## src/design/tai_defines.svh

```systemverilog
// Offsets, field positions, reset values and timing counts for the alarm block
// Assumes core_clk_i at 25 MHz; included by bare name
`ifndef TAI_DEFINES_SVH
`define TAI_DEFINES_SVH
`define TAI_ADDR_CONFIG 8'h40
`define TAI_ADDR_STATUS1 8'h41
`define TAI_ADDR_STATUS2 8'h42
`define TAI_ADDR_MASK1 8'h43
`define TAI_ADDR_MASK2 8'h44
`define TAI_ADDR_INTRUSION_CLEAR 8'h45
`define TAI_ADDR_EXT_MODE1 8'h4c
`define TAI_CFG_START 0
`define TAI_CFG_INT_EN 1
`define TAI_CFG_INT_CLEAR 3
`define TAI_CFG_RESET_OUT 4
`define TAI_CFG_RESET 8'h08
`define TAI_ST1_HIGH 0
`define TAI_ST1_LOW 1
`define TAI_ST2_INTRUSION 4
`define TAI_MASK2_RESET_EN 7
`define TAI_ICLR_GO 7
`define TAI_EXT_EXTENDED 0
`define TAI_EXT_MODE_LSB 1
`define TAI_EXT_CRIT 7
`define TAI_EXT_RESET 8'h00
`define TAI_MODE_ONE_TIME 2'h1
`define TAI_PULSE_MS 20
`define TAI_CLK_KHZ 25000
`define TAI_PULSE_CYCLES (`TAI_PULSE_MS * `TAI_CLK_KHZ)
`endif

```

## src/design/tai_pkg.sv

```systemverilog
// Types shared by the alarm block
// Assumes tai_defines.svh is compiled alongside
package tai_pkg;
  typedef enum logic [1:0] {
    TAI_REPETITIVE = 2'h0,
    TAI_ONE_TIME = 2'h1,
    TAI_COMPARATOR = 2'h2
  } tai_mode_type;
  typedef struct packed {
    logic wr;
    logic rd;
    logic [7:0] addr;
    logic [7:0] wdata;
  } tai_reg_req_type;
  typedef enum logic [2:0] {
    TAI_IDLE = 3'b001,
    TAI_PULSE = 3'b010,
    TAI_HOLD = 3'b100
  } tai_pulse_state_type;
endpackage

```

## src/design/tai_alarm.sv

```systemverilog
// Temperature alarm, interrupt, intrusion clear, reset pin and tree test logic
// Assumes a serial-bus engine presents register accesses as one-cycle strobes,
// and the converter presents each finished conversion with a one-cycle done pulse.
`include "tai_defines.svh"

// Operation
// - Normal modes: alert idle, high raises interrupt
// - Normal repetitive: reassert above upper release point
// - Normal one-time: rearm only at release point
// - Default mode is normal one-time
// - Normal comparator follows upper limit only
// - Extended latches cleared by status/mode reads
// - Ext repetitive low until above low+hyst
// - Ext repetitive high until below high-hyst
// - Ext repetitive critical until below crit-hyst
// - Ext one-time low rearms above low+hyst
// - Ext one-time high rearms below high-hyst
// - Ext one-time critical rearms below crit-hyst
// - Ext comparator low released above low+hyst
// - Ext comparator high and critical with hysteresis
// - Status flags, masks, global enable gate line
// - Intrusion pin is active-high interrupt source
// - Intrusion clear drives pin low 20 ms
// - Status read returns then clears, line drops
// - Interrupt-clear bit drops line, halts loop
// - Reset bit drives reset pin 20 ms
// - External reset low restores register defaults
// - Tree test entered only before first config write
// - Tree result toggles on any included pin
// - 8-bit setpoints against 9-bit half-degree data
// - Hysteresis is 3-bit, one degree per step
module tai_alarm (
  input wire logic core_clk_i,
  input wire logic nrst_i,
  input wire tai_pkg::tai_reg_req_type req_i,
  output logic [7:0] rdata_o,
  input wire logic conv_done_i,
  input wire logic [8:0] temp_i,
  input wire logic [7:0] upper_limit_i,
  input wire logic [7:0] upper_release_point_i,
  input wire logic [7:0] lower_limit_i,
  input wire logic [7:0] overheat_limit_i,
  input wire logic [2:0] hysteresis_offset_i,
  output logic loop_run_o,
  output logic int_n_o,
  output logic overheat_alert_n_o,
  input wire logic chassis_intrusion_i,
  output logic chassis_intrusion_o,
  output logic chassis_intrusion_oe_n_o,
  input wire logic reset_pin_i,
  output logic reset_pin_o,
  output logic reset_pin_oe_n_o,
  input wire logic analog_out_test_entry_i,
  input wire logic [15:0] tree_pins_i,
  output logic tree_mode_o,
  output logic tree_test_result_o
);
  logic [2:0] ci_sync, rst_sync, te_sync;
  logic ci_lvl, ext_rst_lvl, te_lvl, soft_rst;
  logic [5:0] own_drive_hist;
  logic [7:0] cfg, st1, st2, mask1, mask2, ext1, iclr;
  logic cfg_written, tree_mode;
  logic high_armed, low_armed, crit_armed;
  logic ci_pulse_done, rst_pulse_done;
  logic signed [10:0] t2, up2, rel2, lo2, cr2, hy2;
  logic hi_ev, lo_ev, cr_ev, hi_rel, lo_rel, cr_rel, upper_rel_ev;
  logic hi_set, lo_set, cr_set;
  logic extended;
  tai_pkg::tai_mode_type mode;
  logic rd_st1, rd_st2, rd_ext1, wr_cfg;

  // Three-stage pin synchronisers; change taken when stages two and three agree
  always_ff @(posedge core_clk_i or negedge nrst_i) begin
    if (!nrst_i) begin
      ci_sync <= 3'h0;
      rst_sync <= 3'h7;
      te_sync <= 3'h0;
      ci_lvl <= 1'b0;
      ext_rst_lvl <= 1'b1;
      te_lvl <= 1'b0;
      own_drive_hist <= 6'h00;
    end else begin
      ci_sync <= {ci_sync[1:0], chassis_intrusion_i};
      rst_sync <= {rst_sync[1:0], reset_pin_i};
      te_sync <= {te_sync[1:0], analog_out_test_entry_i};
      own_drive_hist <= {own_drive_hist[4:0], !reset_pin_oe_n_o};
      if (ci_sync[1] == ci_sync[2]) ci_lvl <= ci_sync[2];
      if (rst_sync[1] == rst_sync[2]) ext_rst_lvl <= rst_sync[2];
      if (te_sync[1] == te_sync[2]) te_lvl <= te_sync[2];
    end
  end

  // Own pulse reads back low, also for a few cycles after release through the synchroniser
  assign soft_rst = !ext_rst_lvl && reset_pin_oe_n_o && !(|own_drive_hist);
  assign rd_st1 = req_i.rd && req_i.addr == `TAI_ADDR_STATUS1;
  assign rd_st2 = req_i.rd && req_i.addr == `TAI_ADDR_STATUS2;
  assign rd_ext1 = req_i.rd && req_i.addr == `TAI_ADDR_EXT_MODE1;
  assign wr_cfg = req_i.wr && req_i.addr == `TAI_ADDR_CONFIG;
  assign extended = ext1[`TAI_EXT_EXTENDED];
  assign mode = tai_pkg::tai_mode_type'(ext1[`TAI_EXT_MODE_LSB +: 2]);

  // Setpoints in half-degree units so they line up with the 9-bit data
  assign t2 = 11'(signed'(temp_i));
  assign up2 = 11'(signed'(upper_limit_i)) <<< 1;
  assign rel2 = 11'(signed'(upper_release_point_i)) <<< 1;
  assign lo2 = 11'(signed'(lower_limit_i)) <<< 1;
  assign cr2 = 11'(signed'(overheat_limit_i)) <<< 1;
  assign hy2 = 11'({hysteresis_offset_i, 1'b0});
  assign hi_ev = t2 > up2;
  assign lo_ev = t2 <= lo2;
  assign cr_ev = t2 > cr2;
  assign upper_rel_ev = t2 <= rel2;
  assign hi_rel = extended ? (t2 <= up2 - hy2) : (mode == tai_pkg::TAI_COMPARATOR ? !hi_ev : upper_rel_ev);
  assign lo_rel = t2 > lo2 + hy2;
  assign cr_rel = t2 <= cr2 - hy2;

  // Per-conversion set decisions
  always_comb begin
    hi_set = 1'b0;
    lo_set = 1'b0;
    cr_set = 1'b0;
    case (mode)
      tai_pkg::TAI_REPETITIVE: begin
        hi_set = hi_ev || (high_armed && !hi_rel);
        lo_set = extended && (lo_ev || (low_armed && !lo_rel));
        cr_set = extended && (cr_ev || (crit_armed && !cr_rel));
      end
      tai_pkg::TAI_ONE_TIME: begin
        hi_set = hi_ev && !high_armed;
        lo_set = extended && lo_ev && !low_armed;
        cr_set = extended && cr_ev && !crit_armed;
      end
      tai_pkg::TAI_COMPARATOR: begin
        hi_set = hi_ev || (high_armed && !hi_rel);
        lo_set = extended && (lo_ev || (low_armed && !lo_rel));
        cr_set = extended && (cr_ev || (crit_armed && !cr_rel));
      end
      default: hi_set = 1'b0;
    endcase
  end

  // Hysteresis memory: set by an event, cleared by the release point
  always_ff @(posedge core_clk_i or negedge nrst_i) begin
    if (!nrst_i) begin
      high_armed <= 1'b0;
      low_armed <= 1'b0;
      crit_armed <= 1'b0;
    end else if (soft_rst) begin
      high_armed <= 1'b0;
      low_armed <= 1'b0;
      crit_armed <= 1'b0;
    end else if (conv_done_i && loop_run_o) begin
      high_armed <= hi_ev || (high_armed && !hi_rel);
      low_armed <= extended && (lo_ev || (low_armed && !lo_rel));
      crit_armed <= extended && (cr_ev || (crit_armed && !cr_rel));
    end
  end

  // Comparator flags track each conversion; set still beats a same-cycle read clear
  always_ff @(posedge core_clk_i or negedge nrst_i) begin
    if (!nrst_i) begin
      st1 <= 8'h00;
    end else if (soft_rst) begin
      st1 <= 8'h00;
    end else begin
      if (conv_done_i && loop_run_o) begin
        st1[`TAI_ST1_HIGH] <= hi_set || (st1[`TAI_ST1_HIGH] && !rd_st1 && mode != tai_pkg::TAI_COMPARATOR);
        st1[`TAI_ST1_LOW] <= lo_set || (st1[`TAI_ST1_LOW] && !rd_st1 && mode != tai_pkg::TAI_COMPARATOR);
      end else if (rd_st1) begin
        st1 <= 8'h00;
      end
    end
  end

  always_ff @(posedge core_clk_i or negedge nrst_i) begin
    if (!nrst_i) begin
      st2 <= 8'h00;
    end else if (soft_rst) begin
      st2 <= 8'h00;
    end else begin
      st2[`TAI_ST2_INTRUSION] <= (ci_lvl && loop_run_o) || (st2[`TAI_ST2_INTRUSION] && !rd_st2);
    end
  end

  // Extended mode register; critical flag in bit 7 clears on its own read
  always_ff @(posedge core_clk_i or negedge nrst_i) begin
    if (!nrst_i) begin
      ext1 <= `TAI_EXT_RESET;
      ext1[`TAI_EXT_MODE_LSB +: 2] <= `TAI_MODE_ONE_TIME;
    end else if (soft_rst) begin
      ext1 <= `TAI_EXT_RESET;
      ext1[`TAI_EXT_MODE_LSB +: 2] <= `TAI_MODE_ONE_TIME;
    end else begin
      if (req_i.wr && req_i.addr == `TAI_ADDR_EXT_MODE1) ext1[6:0] <= req_i.wdata[6:0];
      if (conv_done_i && loop_run_o)
        ext1[`TAI_EXT_CRIT] <= cr_set || (ext1[`TAI_EXT_CRIT] && !rd_ext1 && mode != tai_pkg::TAI_COMPARATOR);
      else if (rd_ext1) ext1[`TAI_EXT_CRIT] <= 1'b0;
    end
  end

  // Config, masks and intrusion clear; self-clearing bits drop when their pulse ends
  always_ff @(posedge core_clk_i or negedge nrst_i) begin
    if (!nrst_i) begin
      cfg <= `TAI_CFG_RESET;
      mask1 <= 8'h00;
      mask2 <= 8'h00;
      iclr <= 8'h00;
    end else if (soft_rst) begin
      cfg <= `TAI_CFG_RESET;
      mask1 <= 8'h00;
      mask2 <= 8'h00;
      iclr <= 8'h00;
    end else begin
      if (wr_cfg) cfg <= req_i.wdata;
      else if (rst_pulse_done) cfg[`TAI_CFG_RESET_OUT] <= 1'b0;
      if (!mask2[`TAI_MASK2_RESET_EN] && !wr_cfg) cfg[`TAI_CFG_RESET_OUT] <= 1'b0;
      if (req_i.wr && req_i.addr == `TAI_ADDR_MASK1) mask1 <= req_i.wdata;
      if (req_i.wr && req_i.addr == `TAI_ADDR_MASK2) mask2 <= req_i.wdata;
      if (req_i.wr && req_i.addr == `TAI_ADDR_INTRUSION_CLEAR) iclr <= req_i.wdata;
      else if (ci_pulse_done) iclr[`TAI_ICLR_GO] <= 1'b0;
    end
  end

  // Tree test: entry sampled only until the first configuration write
  always_ff @(posedge core_clk_i or negedge nrst_i) begin
    if (!nrst_i) begin
      cfg_written <= 1'b0;
      tree_mode <= 1'b0;
    end else begin
      if (wr_cfg) cfg_written <= 1'b1;
      if (te_lvl && !cfg_written && !wr_cfg) tree_mode <= 1'b1;
    end
  end

  // Parity of the included pins gives an odd-count toggle for any single low
  always_ff @(posedge core_clk_i or negedge nrst_i) begin
    if (!nrst_i) tree_test_result_o <= 1'b0;
    else tree_test_result_o <= ~^tree_pins_i;
  end

  // 20 ms low pulses; bits held high restart nothing until they self-clear
  tai_pulse u_ci_pulse (
    .core_clk_i(core_clk_i),
    .nrst_i(nrst_i),
    .go_i(iclr[`TAI_ICLR_GO]),
    .active_o(chassis_intrusion_oe_n_o),
    .done_o(ci_pulse_done)
  );
  tai_pulse u_rst_pulse (
    .core_clk_i(core_clk_i),
    .nrst_i(nrst_i),
    .go_i(cfg[`TAI_CFG_RESET_OUT] && mask2[`TAI_MASK2_RESET_EN]),
    .active_o(reset_pin_oe_n_o),
    .done_o(rst_pulse_done)
  );
  assign chassis_intrusion_o = 1'b0;
  assign reset_pin_o = 1'b0;

  assign loop_run_o = cfg[`TAI_CFG_START] && !cfg[`TAI_CFG_INT_CLEAR] && !tree_mode;
  assign int_n_o = !(cfg[`TAI_CFG_INT_EN] && !cfg[`TAI_CFG_INT_CLEAR] && !tree_mode &&
                     (|(st1 & ~mask1) || |(st2 & ~mask2 & 8'h7f)));
  assign overheat_alert_n_o = !(extended && ext1[`TAI_EXT_CRIT]);
  assign tree_mode_o = tree_mode;

  // Read data registered one cycle after the strobe
  always_ff @(posedge core_clk_i or negedge nrst_i) begin
    if (!nrst_i) rdata_o <= 8'h00;
    else if (req_i.rd) begin
      case (req_i.addr)
        `TAI_ADDR_CONFIG: rdata_o <= cfg;
        `TAI_ADDR_STATUS1: rdata_o <= st1;
        `TAI_ADDR_STATUS2: rdata_o <= st2;
        `TAI_ADDR_MASK1: rdata_o <= mask1;
        `TAI_ADDR_MASK2: rdata_o <= mask2;
        `TAI_ADDR_INTRUSION_CLEAR: rdata_o <= iclr;
        `TAI_ADDR_EXT_MODE1: rdata_o <= ext1;
        default: rdata_o <= 8'h00;
      endcase
    end
  end

  a_normal_no_alert: assert property (@(posedge core_clk_i) disable iff (!nrst_i)
    !extended |-> overheat_alert_n_o) else $error("alert active in normal mode");
  a_read_clears_st1: assert property (@(posedge core_clk_i) disable iff (!nrst_i)
    rd_st1 && !conv_done_i && !soft_rst |=> st1 == 8'h00) else $error("status 1 not cleared");
  a_intclr_line_off: assert property (@(posedge core_clk_i) disable iff (!nrst_i)
    cfg[`TAI_CFG_INT_CLEAR] |-> int_n_o && !loop_run_o) else $error("clear bit ignored");
  a_no_eval_between: assert property (@(posedge core_clk_i) disable iff (!nrst_i)
    !conv_done_i && !rd_st1 && !soft_rst |=> $stable(st1)) else $error("status moved between conversions");
  a_tree_no_reentry: assert property (@(posedge core_clk_i) disable iff (!nrst_i)
    cfg_written && !tree_mode |=> !tree_mode) else $error("tree mode re-entered");
  a_onetime_no_repeat: assert property (@(posedge core_clk_i) disable iff (!nrst_i)
    conv_done_i && loop_run_o && !soft_rst && mode == tai_pkg::TAI_ONE_TIME && high_armed && !st1[`TAI_ST1_HIGH]
    |=> !st1[`TAI_ST1_HIGH])
    else $error("one-time repeated");
  a_comp_follows: assert property (@(posedge core_clk_i) disable iff (!nrst_i)
    conv_done_i && loop_run_o && !soft_rst && !extended && mode == tai_pkg::TAI_COMPARATOR
    |=> st1[`TAI_ST1_HIGH] == $past(hi_ev)) else $error("comparator mismatch");
  a_ci_pulse_low: assert property (@(posedge core_clk_i) disable iff (!nrst_i)
    $fell(chassis_intrusion_oe_n_o) |=> !chassis_intrusion_oe_n_o [*8]) else $error("short intrusion pulse");
  a_rst_pulse_en: assert property (@(posedge core_clk_i) disable iff (!nrst_i)
    $fell(reset_pin_oe_n_o) |-> $past(mask2[`TAI_MASK2_RESET_EN])) else $error("reset pulse not enabled");
endmodule

module tai_pulse (
  input wire logic core_clk_i,
  input wire logic nrst_i,
  input wire logic go_i,
  output logic active_o,
  output logic done_o
);
  localparam logic [19:0] PULSE_CYCLES = 20'(`TAI_PULSE_CYCLES);
  tai_pkg::tai_pulse_state_type state;
  logic [19:0] count;
  always_ff @(posedge core_clk_i or negedge nrst_i) begin
    if (!nrst_i) begin
      state <= tai_pkg::TAI_IDLE;
      count <= 20'h00000;
    end else begin
      case (state)
        tai_pkg::TAI_IDLE: if (go_i) begin
          state <= tai_pkg::TAI_PULSE;
          count <= 20'h00000;
        end
        tai_pkg::TAI_PULSE: begin
          count <= count + 20'h00001;
          if (count == PULSE_CYCLES - 20'h00001) state <= tai_pkg::TAI_HOLD;
        end
        tai_pkg::TAI_HOLD: if (!go_i) state <= tai_pkg::TAI_IDLE;
        default: state <= tai_pkg::TAI_IDLE;
      endcase
    end
  end
  // Low while driving: enable is active low
  assign active_o = state != tai_pkg::TAI_PULSE;
  assign done_o = state == tai_pkg::TAI_HOLD;
endmodule

```

## config.mk

```make
export PLATFORM = sky130hd
export DESIGN_NAME = tai_alarm
export DESIGN_NICKNAME = d
export VERILOG_FILES = /design/src/design/tai_pkg.sv /design/src/design/tai_alarm.sv
export VERILOG_INCLUDE_DIRS = /design/src /design/src/design
export SDC_FILE = /design/constraint.sdc
export NUM_CORES = 1
export LEC_CHECK = 0
export ABC_CLOCK_PERIOD_IN_PS = 5400
export BUFFER_PORTS_ARGS = -buffer_cell sky130_fd_sc_hd__buf_2
export CAP_MARGIN = 10
export CELL_PAD_IN_SITES_DETAIL_PLACEMENT = 0
export CELL_PAD_IN_SITES_GLOBAL_PLACEMENT = 1
export CORE_MARGIN = 2
export CORE_UTILIZATION = 44
export DETAILED_ROUTE_END_ITERATION = 6
export PLACE_DENSITY_LB_ADDON = 0.25
export SLEW_MARGIN = 20
export SYNTH_ARGS = -nofsm -noshare
export SYNTH_HDL_FRONTEND = slang
export SYNTH_HIERARCHICAL = 1
export SYNTH_SLANG_ARGS = --single-unit
export TNS_END_PERCENT = 50
```

## constraint.sdc

```tcl
create_clock -name core_clk_i -period 5.4 [get_ports core_clk_i]
set_clock_uncertainty 0.2 [all_clocks]
set_input_delay 0 -clock core_clk_i [delete_from_list [all_inputs] [get_ports core_clk_i]]
set_output_delay 0 -clock core_clk_i [all_outputs]
set_load 0.05 [all_outputs]
```

======== Word level (Yosys, flattened, before mapping) ========
Cells that the tools add are included.
word-level totals
  input bits .............................. 84
  register bits ........................... 127
cells by class
  equal/unequal tests ..................... 30
  bitwise operators ....................... 4
  magnitude comparators ................... 7
  muxes and demuxes ....................... 47
  reduce and logical (&&, ||, !) cells .... 91
  add/sub/neg operators ................... 5
operators with widths
  kind                                                                     count
  20-bit one-hot mux with 2 select lines                                   2
  8-bit 2-to-1 mux                                                         9
  8-bit by 7-bit equality test with 1-bit output, second input constant    7
  8-bit one-hot mux with 7 select lines                                    1
  20-bit by 1-bit adder with 20-bit output, second input constant          2
  20-bit by 19-bit equality test with 1-bit output, second input constant  2
  20-bit 2-to-1 mux                                                        2
  1-bit logical AND                                                        39
  3-bit 2-to-1 mux                                                         7
  9-bit by 10-bit <= comparator with 1-bit output                          2
  1-bit zero test                                                          20
  9-bit by 5-bit subtractor with 10-bit output                             2
  9-bit > comparator                                                       2
  9-bit <= comparator                                                      2
  3-bit one-hot mux with 3 select lines                                    2
  2-bit nonzero test                                                       9
  1-bit 2-to-1 mux                                                         16
  16-bit XNOR reduction                                                    1
  7-bit 2-to-1 mux                                                         2
  9-bit by 5-bit adder with 10-bit output                                  1
  9-bit by 10-bit > comparator with 1-bit output                           1
  2-bit != test, second input constant                                     5
  3-bit nonzero test                                                       3
  8-bit bitwise AND                                                        1
  other kinds (24)                                                         44

======== Longest topological paths before layout ========
Gate-level depths: netlist of the first run.
  depth in word-level cells ............... 11
  gate-level depth with buffers ........... 14
  mapped depth without buffers ............ 14

======== Modules after synthesis ========
Netlist of the first run, hierarchy kept.
modules (own cells, without submodules)
  module                    cells an instance  sequential area each (um^2)  times used  area each (um^2)
  tai_alarm                 593                1884.3                       1           5420.2
  tai_pulse at u_ci_pulse   134                576.8                        1           1267.5
  tai_pulse at u_rst_pulse  133                576.8                        1           1255.0

======== Worst setup path after synthesis of the first run ========
Ideal clock, no wire load.
  path kind ............................... register to register
  from .................................... register tree_mode, in the netlist tree_mode_o
  to ...................................... register st1[1]
  arrival time ............................ 3014 ps
  data required time ...................... 5124 ps
  path buffers ............................ 0
  cell stages (with the launch flop) ...... 7
  period minus slack after synthesis ...... 3290 ps
  path slack .............................. 2110 ps
  cells stage by stage .................... dfrtp_1 nor3b_1 nand2_1 nor2_1 nand4b_1 o32a_1 o21ai_1
on the way
  cells in the longest elaborated chain, start to end .. 5
  elaborated cells between the ends (all ways) .. 6
  those cells by class .................... mux: 2; reduce/logical: 4
RTL lines
  element                         line              RTL
  start: declaration              tai_alarm.sv:62   logic cfg_written, tree_mode;
  start signal: assignment        tai_alarm.sv:228  tree_mode <= 1'b0;
  start signal: assignment        tai_alarm.sv:231  if (te_lvl && !cfg_written && !wr_cfg) tree_mode <= 1'b1;
  1-bit zero test *               tai_alarm.sv:259  assign loop_run_o = cfg[`TAI_CFG_START] && !cfg[`TAI_CFG_INT_CLEAR] && !tree_mode;
  1-bit logical AND *             tai_alarm.sv:259
  net loop_run_o                  tai_alarm.sv:44   output logic loop_run_o,
  1-bit logical AND *             tai_alarm.sv:166  if (conv_done_i && loop_run_o) begin
  2-bit 2-to-1 mux                tai_alarm.sv:166
  8-bit 2-to-1 mux                tai_alarm.sv:163  end else if (soft_rst) begin
  end signal: indexed assignment  tai_alarm.sv:167  st1[`TAI_ST1_HIGH] <= hi_set || (st1[`TAI_ST1_HIGH] && !rd_st1 && mode != tai_pkg::TAI_COMPARATOR);
  end signal: indexed assignment  tai_alarm.sv:168  st1[`TAI_ST1_LOW] <= lo_set || (st1[`TAI_ST1_LOW] && !rd_st1 && mode != tai_pkg::TAI_COMPARATOR);
  end: declaration                tai_alarm.sv:61   logic [7:0] cfg, st1, st2, mask1, mask2, ext1, iclr;
The timed path passes the listed nets; every way through them passes the cells marked *.
A chain may end at the register's enable or synchronous reset.

======== Worst setup path after layout of the first run ========
  from .................................... input port tree_pins_i[0]
  to ...................................... register tree_test_result_o
on the way
  cells in the longest elaborated chain, start to end .. 1
RTL lines
  element                 line              RTL
  start: declaration      tai_alarm.sv:54   input wire logic [15:0] tree_pins_i,
  16-bit XNOR reduction   tai_alarm.sv:238  else tree_test_result_o <= ~^tree_pins_i;
  end signal: assignment  tai_alarm.sv:238
  end: declaration        tai_alarm.sv:56   output logic tree_test_result_o
No other way between the ends.

==> results.tsv, run 1 <==
metric	value	unit
VDD IR max	0.166	mV
final hold vios	0	
layout cells sized above 1	16.6	%
FF+latch count, synth	121	
CP Capture Type	flop	
Sw Ratio	26.1	%
largest net degree at the start of global routing	76	
CP Data Required Time	5.49	ns
Final Util	53.4	%
r2r setup slk	2.14	ns
reg-to-reg startpoint	u_rst_pulse/state[2]$_DFFE_PN0P_	
number of I/O pins	101	
top post-synthesis cells by area	dfrtp_1 36%, ha_1 11%, mux2i_1 4.8%	
Hold EP	te_sync[0]$_DFF_PN0_	
Ys Warns	6	
Die Wd	138	um
Via density	5.54	
fill count	1657	
CTS Sinks	121	
worst-skew pair later-pin latency	0.41	ns
Register Area	0.00304	mm2
max frequency	0.304	GHz
final wirelength	19800	um
final setup TNS	0	ns
Max Cap Viol	0	
number of flops mapped to enable cells by yosys	0	
first-pass GRT wire length	33200	um
Site Rows	49	
vias in the first global route	6631	
top-area cell type share of the netlist area	35.6	%
input/output buffers	98	
Hold Crit Depth	2	
synth unique cells	77	
Synth async-reset ratio	100	%
initial antenna violation count	0	
multi-input logic area	0.00456	mm2
hold_sp	analog_out_test_entry_i	
peak fanout along the critical path	1	
Comb pwr share	14.9	%
Startpoint Class	primary input	
setup ws final	2.11	ns
Seq pwr share	37.8	%
GRT Residual Overflow	0	
Worst R2R Path Depth	9	
largest area contributor in the netlist	dfrtp_1	
H-tree levels	4	
Area Overhead vs Synth	19.8	%
sequential area share after synthesis	38.2	%
most frequent cells in the layout	113 x dfrtp_1, 97 x buf_2, 74 x nand2_1	
PD cells	257	mW/mm2
Static Leak	4.38	nW
Internal	1.80	mW
Tmin final	3.29	ns
Iteration-0 DRC Markers	300	
drt drc	0	
Die Ht	138	um
max_slew headroom	49.8	%
CTS tree	done	
Worst EP arrival	3.38	ns
CP Class	primary input to flop	
GRT Total Usage	21.1	%
overall power of the completed layout	2.44	mW
unrepaired setup endpoints after global routing	no	
post-CTS sizing	0	
Period Utilization, post-route	60.9	%
Setup WS pre-CTS	2.15	ns
wire per inst	16.2	um
Hold WC Path Type	primary input to flop	
Longest Clk Path Bufs	2	
antenna violation net count after detailed routing	0	
Final Max Slew Viols	0	
Initial Utilization	44.5	%
Clk network pwr share	47.3	%
worst r2r dst	st1[1]$_DFFE_PN0P_	
gpl congestion	0.842	
DP HPWL	14500	um
total number of vias	6783	
DIE AREA	0.0191	mm2
Switch Pwr	0.639	mW
Antenna diodes	0	
status	finished, final reports clean	
CTS Root Cell	clkbuf_16	
Main synth FF type	dfrtp_1	
core footprint	0.0178	mm2
Post-CTS Setup Inserts	0	
CTS Buf Count	17	
WHS	0.0250	ns
Mean Syn Cell Area	9.24	um2
synthesized area	0.00794	mm2
Slew @ Worst Pin	0.753	ns
Post-Synthesis Cells	860	
most common cell after layout, fill and taps aside	dfrtp_1	
endpoints failing setup	0	
router iterations before antenna repair	6	
CTS clk-pin slew, worst paths	0.06	ns
# nets final	1140	
-- kinds of logic (layout without fill, tap and decap cells) --
logic type      Yosys count  after routing  synth area share, %
simple gates            314            314                 21.1
buf+inv                  88            223                 4.47
mux                      43             43                 5.50
xor+xnor                 36             36                 3.97
flops                   121            121                 38.2
fa+ha+maj                76             76                 12.2
other cells               1              2               0.0472
compound gates          181            181                 14.5
-- cells in the mapped netlist, types with 4 or more instances --
cell / n
a211oi_1: 7
a21o_1: 10
clkbuf_1: 15
xor2_1: 6
inv_1: 61
buf_2: 5
nor3_1: 12
xnor2_1: 30
dfstp_2: 8
nand3b_1: 8
o31ai_1: 8
a31oi_1: 21
o22ai_1: 14
a221oi_1: 5
nand2_1: 74
nand2b_1: 9
nor4b_1: 5
nor4_1: 11
nand4b_1: 4
ha_1: 70
mux2i_1: 38
o211ai_1: 4
nand3_1: 42
nor2_1: 71
and3_1: 8
nand4_1: 25
and2_1: 7
dfrtp_1: 113
nor2b_1: 7
mux2_2: 5
nor3b_1: 6
a21oi_1: 57
o21ai_0: 27
-- how the worst max path moves through the flow --
stage          cells after the start                        startpoint  slack (ns)                      endpoint
6_report                          10                    tree_pins_i[0]        2.11  tree_test_result_o$_DFF_PN0_
3_3_place_gp                       9  u_rst_pulse/state[2]$_DFFE_PN0P_        2.25            st1[1]$_DFFE_PN0P_
3_5_place_dp                       9  u_rst_pulse/state[2]$_DFFE_PN0P_        2.15            st1[1]$_DFFE_PN0P_
5_1_grt                            9  u_rst_pulse/state[2]$_DFFE_PN0P_        1.93            st1[1]$_DFFE_PN0P_
4_1_cts                           10                    tree_pins_i[0]        2.15  tree_test_result_o$_DFF_PN0_
2_1_floorplan                      6           tree_mode_o$_DFFE_PN0P_        2.11            st1[1]$_DFFE_PN0P_
-- power groups by stage --
stage	clock network (mW)	logic [mW]	registers [mW]
floorplan	0	0.197	0.953
global placement	0	0.335	0.939
detailed placement	0	0.335	0.940
CTS	1.18	0.364	0.924
global route	1.21	0.415	0.925
finish	1.15	0.364	0.924
-- sequential cells by signal, summed over array words and instances, names as in the netlist, 8 cells and up --
name               cells
mask2                  8
rdata_o                8
iclr                   8
u_rst_pulse/count     20
ext1                   8
mask1                  8
cfg                    8
u_ci_pulse/count      20
-- routing by layer --
layer	vias up	track usage [%]	part of all wire (%)
met5	-	0	0
met4	0	6.44	1.4
met3	22	3.05	4.8
met2	183	33.6	46
met1	3207	30.0	48
li1	3371	-	-
-- what timing repair did --
| item | 4_1_cts | 5_1_grt |
|---|---|---|
| hold buffers | 25 | 1 |
| endpoints found under the setup margin | 0 | 0 |
| endpoints found under the hold margin | 125 | 36 |
-- critical path, stage by stage --
cell and delay [ns]:
dlygate4sd3_1 0.53, buf_2 0.12, xnor2_1 0.11, dlygate4sd3_1 0.56, xnor2_1 0.12, dlygate4sd3_1 0.57, xnor2_1 0.12, dlygate4sd3_1 0.56
xnor2_1 0.13, dlygate4sd3_1 0.56
-- metrics by stage --
step,instance area [um2],instances
3_3_place_gp,8640,1166
5_1_grt,9520,1225
6_report,9520,1225
2_1_floorplan,7950,861
3_5_place_dp,8640,1166
4_1_cts,9490,1223
-- layout make-up --
class,count,area share [%]
Sequential cell,121,31.9
Tap cell,229,3.01
Timing Repair Buffer,128,8.36
Multi-Input combinational cell,652,47.9
Clock inverter,14,1.83
Inverter,63,2.48
Clock buffer,18,4.51
(Power assumes the default switching activity.)
==> run 2: changes to the inputs <==
Settings changed: ABC_CLOCK_PERIOD_IN_PS 5400 to 3400.
Clock period 5.4 ns to 3.4 ns, I/O delays scaled along.
==> results.tsv, run 2 (synthesis gave the netlist of run 1 again) <==
metric	value	unit
vias in the first global route	6635	
# nets final	1140	
CTS tree	done	
CP Capture Type	flop	
Slew @ Worst Pin	0.841	ns
top flop regs	u_ci_pulse/count x20, u_rst_pulse/count x20	
r2r setup slk	0.83	ns
CP startpoint	tree_pins_i[5]	
CP Class	primary input to flop	
number of I/O pins	101	
VDD IR max	0.281	mV
Max Cap Viol	0	
worst-skew pair later-pin latency	0.41	ns
final wirelength	20100	um
Longest Clk Path Bufs	2	
cells along the critical path	dlygate4sd3_1 -> buf_2 -> xnor2_1 -> dlygate4sd3_1 -> xnor2_1 -> dlygate4sd3_1 -> xnor2_1 -> dlygate4sd3_1 -> xnor2_1 -> dlygate4sd3_1	
first-pass GRT wire length	33300	um
gpl congestion	0.817	
largest net degree at the start of global routing	64	
peak fanout along the critical path	1	
PD cells	395	mW/mm2
input/output buffers	98	
Tmin final	3.27	ns
Die Wd	138	um
final hold vios	0	
DP Area	0.00867	mm2
Iteration-0 DRC Markers	327	
CTS Buf Count	17	
total number of vias	6767	
GRT Total Usage	21.3	%
slowest CP cell	dlygate4sd3_1	
most frequent cells in the layout	113 x dfrtp_1, 97 x buf_2, 74 x nand2_1	
layout cells sized above 1	16.6	%
wire per inst	16.4	um
CTS clk-pin slew, worst paths	0.06	ns
drt drc	0	
critical path buffer and inverter count	6	
Die Ht	138	um
cell mode on critical path	dlygate4sd3_1	
most common cell after layout, fill and taps aside	dfrtp_1	
antenna violation net count after detailed routing	0	
Area Overhead vs Synth	19.2	%
Worst EP arrival	3.37	ns
Hold WC Path Type	primary input to asynchronous set/reset pin	
Static Leak	4.37	nW
max_slew headroom	43.6	%
Period Utilization, post-route	96.3	%
GRT Residual Overflow	0	
Initial Utilization	44.5	%
WP depth	10	
router iterations before antenna repair	4	
CP Data Required Time	3.50	ns
CP max stage delay	0.57	ns
CTS Sinks	121	
DP HPWL	14800	um
Site Rows	49	
reg-to-reg startpoint	u_rst_pulse/state[0]$_DFFE_PN1P_	
post-route cell area	0.00947	mm2
Final Util	53.1	%
final setup TNS	0	ns
Antenna diodes	0	
status	finished, final reports clean	
max frequency	0.306	GHz
Worst R2R Path Depth	8	
core footprint	0.0178	mm2
Startpoint Class	primary input	
unrepaired setup endpoints after global routing	no	
Final Max Slew Viols	0	
WHS	0.00602	ns
Via density	5.53	
worst r2r dst	ext1[7]$_DFFE_PN0P_	
endpoints failing setup	0	
CTS Root Cell	clkbuf_16	
initial antenna violation count	0	
DIE AREA	0.0191	mm2
H-tree levels	4	
end of the critical path	tree_test_result_o$_DFF_PN0_	
delay-heaviest family, CP	buffers and inverters	
run 2: worst min path at each step:
stage                       startpoint                               end  cells after the start
3_3_place_gp               reset_pin_i             rst_sync[0]$_DFF_PN1_                      1
4_1_cts                       req_i[8]                  st2[4]$_DFF_PN0_                      3
5_1_grt            chassis_intrusion_i              ci_sync[0]$_DFF_PN0_                      2
6_report                        nrst_i  u_rst_pulse/count[0]$_DFFE_PN0P_                      2
3_5_place_dp   analog_out_test_entry_i              te_sync[0]$_DFF_PN0_                      1
2_1_floorplan                   nrst_i                cfg[0]$_DFFE_PN0P_                      0
run 2: area by class of cell:
type | count | area, um2
Inverter | 63 | 236
Tap cell | 229 | 287
Timing Repair Buffer | 128 | 791
Clock inverter | 8 | 70.1
Fill cell | 1711 | 8370
Sequential cell | 121 | 3040
Multi-Input combinational cell | 652 | 4560
Clock buffer | 23 | 488
run 2: per-layer routing:
metal | global-route usage [%] | part of all wire, % | wire length, um
met5 | 0 | 0 | 0
met3 | 4.02 | 4.4 | 890
met1 | 29.7 | 48 | 9580
met2 | 34.2 | 47 | 9440
met4 | 5.26 | 0.88 | 177
run 2: worst register-to-register path: stages (launching register included):
cell and delay (ns):
dfstp_2 0.60, nor3b_4 0.07, inv_2 0.28, nor4b_1 0.37, and2_1 0.26, nor2_1 0.14
nand4b_1 0.15, nor2_1 0.05, a221o_1 0.33
run 2: report_power, final:
group          switching, mW  internal (mW)  leakage, nW  total, mW
Sequential           0.00617           1.46         1.64       1.47
Clock                  0.629           1.07        0.275       1.70
Combinational          0.328          0.247         2.46      0.575
run 2: what timing repair did:
| action | CTS | global route |
|---|---|---|
| setup buffers | 0 | 0 |
| hold buffers | 24 | 0 |
| hold endpoints to repair | 115 | 0 |
| resized for setup | 0 | 0 |
run 2: stage by stage:
stage	power, mW	worst slack [ns]	cells
2_1_floorplan	1.83	0.110	861
3_3_place_gp	2.03	0.372	1169
3_5_place_dp	2.03	0.303	1169
4_1_cts	3.78	0.147	1224
5_1_grt	3.91	0.0200	1224
6_report	3.74	0.127	1224
==> run 3: changes to the inputs <==
Settings changed: MAX_ROUTING_LAYER from default to met4.
==> results.tsv, run 3 (synthesis gave the netlist of run 1 again) <==
metric	value	unit
multi-input logic area	0.00456	mm2
Slew @ Worst Pin	0.821	ns
initial antenna violation count	0	
GRT Residual Overflow	0	
final hold vios	0	
antenna violation net count after detailed routing	0	
status	finished, final reports clean	
Final Util	53.1	%
max_slew headroom	44.9	%
Post-CTS Setup Inserts	0	
CP Data Required Time	3.50	ns
unrepaired setup endpoints after global routing	no	
worst-skew pair later-pin latency	0.41	ns
PD cells	395	mW/mm2
GRT Total Usage	21.9	%
router iterations before antenna repair	5	
gpl congestion	0.829	
fill count	1711	
Final Instance Count excl. Fillers	1224	
CTS clk-pin slew, worst paths	0.06	ns
vias in the first global route	6629	
final wirelength	20100	um
Iteration-0 DRC Markers	334	
Antenna diodes	0	
Setup WS pre-CTS	0.303	ns
# nets final	1140	
DIE AREA	0.0191	mm2
VDD IR max	0.280	mV
core footprint	0.0178	mm2
number of I/O pins	101	
Max Cap Viol	0	
DP Area	0.00867	mm2
Final Max Slew Viols	0	
Site Rows	49	
max frequency	0.306	GHz
Longest Clk Path Bufs	2	
Via density	5.52	
DP Cell Count	1169	
Die Wd	138	um
Static Leak	4.37	nW
Startpoint Class	primary input	
H-tree levels	4	
Hold WC Path Type	primary input to asynchronous set/reset pin	
Area Overhead vs Synth	19.2	%
endpoints failing setup	0	
total number of vias	6752	
top flop regs	u_ci_pulse/count x20, u_rst_pulse/count x20	
post-route cell area	0.00947	mm2
WHS	0.00698	ns
CP Class	primary input to flop	
final setup TNS	0	ns
CP Capture Type	flop	
drt drc	0	
Period Utilization, post-route	96.2	%
Initial Utilization	44.5	%
CTS Root Cell	clkbuf_16	
peak fanout along the critical path	1	
largest net degree at the start of global routing	64	
DP HPWL	14800	um
CTS Buf Count	17	
setup ws final	0.128	ns
hold buffers post-CTS	24	
Register Area	0.00304	mm2
CTS Sinks	121	
most frequent cells in the layout	113 x dfrtp_1, 97 x buf_2, 74 x nand2_1	
post-CTS sizing	0	
Worst EP arrival	3.37	ns
wire per inst	16.4	um
most common cell after layout, fill and taps aside	dfrtp_1	
Tmin final	3.27	ns
CTS tree	done	
input/output buffers	98	
Die Ht	138	um
first-pass GRT wire length	33400	um
layout cells sized above 1	16.6	%
overall power of the completed layout	3.74	mW
==> run 3: cell type report <==
type                            count  area share (%)
Tap cell                          229            3.03
Sequential cell                   121            32.1
Clock inverter                      8           0.740
Multi-Input combinational cell    652            48.2
Inverter                           63            2.50
Timing Repair Buffer              128            8.35
Clock buffer                       23            5.15
==> run 3: critical path, cell delays in order <==
cell           delay, ns
dlygate4sd3_1       0.53
buf_2               0.12
xnor2_1             0.10
dlygate4sd3_1       0.56
xnor2_1             0.12
dlygate4sd3_1       0.57
xnor2_1             0.12
dlygate4sd3_1       0.57
xnor2_1             0.12
dlygate4sd3_1       0.55
==> run 3: routing by layer <==
metal | vias up | wire length (um) | GRT usage (%)
li1 | 3383 | - | -
met1 | 3215 | 9660 | 29.8
met2 | 141 | 9440 | 34.2
met3 | 13 | 810 | 4.09
met4 | 0 | 163 | 5.26
met5 | - | 0 | -
==> run 3: where the power goes <==
| group | switching [mW] | internal, mW | leakage (nW) |
|---|---|---|---|
| clock | 0.631 | 1.07 | 0.275 |
| sequential | 0.00613 | 1.46 | 1.64 |
| combinational | 0.328 | 0.247 | 2.46 |
==> run 3: final timing paths <==
kind | end | cells past startpoint | slack (ns) | startpoint
worst max-delay path | tree_test_result_o$_DFF_PN0_ | 10 | 0.13 | tree_pins_i[5]
worst min-delay path | u_rst_pulse/count[0]$_DFFE_PN0P_ | 2 | 0.007 | nrst_i
worst max register to register | ext1[7]$_DFFE_PN0P_ | 8 | 0.83 | u_rst_pulse/state[0]$_DFFE_PN1P_
worst min register to register | te_sync[1]$_DFF_PN0_ | 0 | 0.14 | te_sync[0]$_DFF_PN0_
max in group asynchronous | u_rst_pulse/state[0]$_DFFE_PN1P_ | 3 | 2.15 | nrst_i
min in group core_clk_i | rst_sync[0]$_DFF_PN1_ | 2 | 0.02 | reset_pin_i
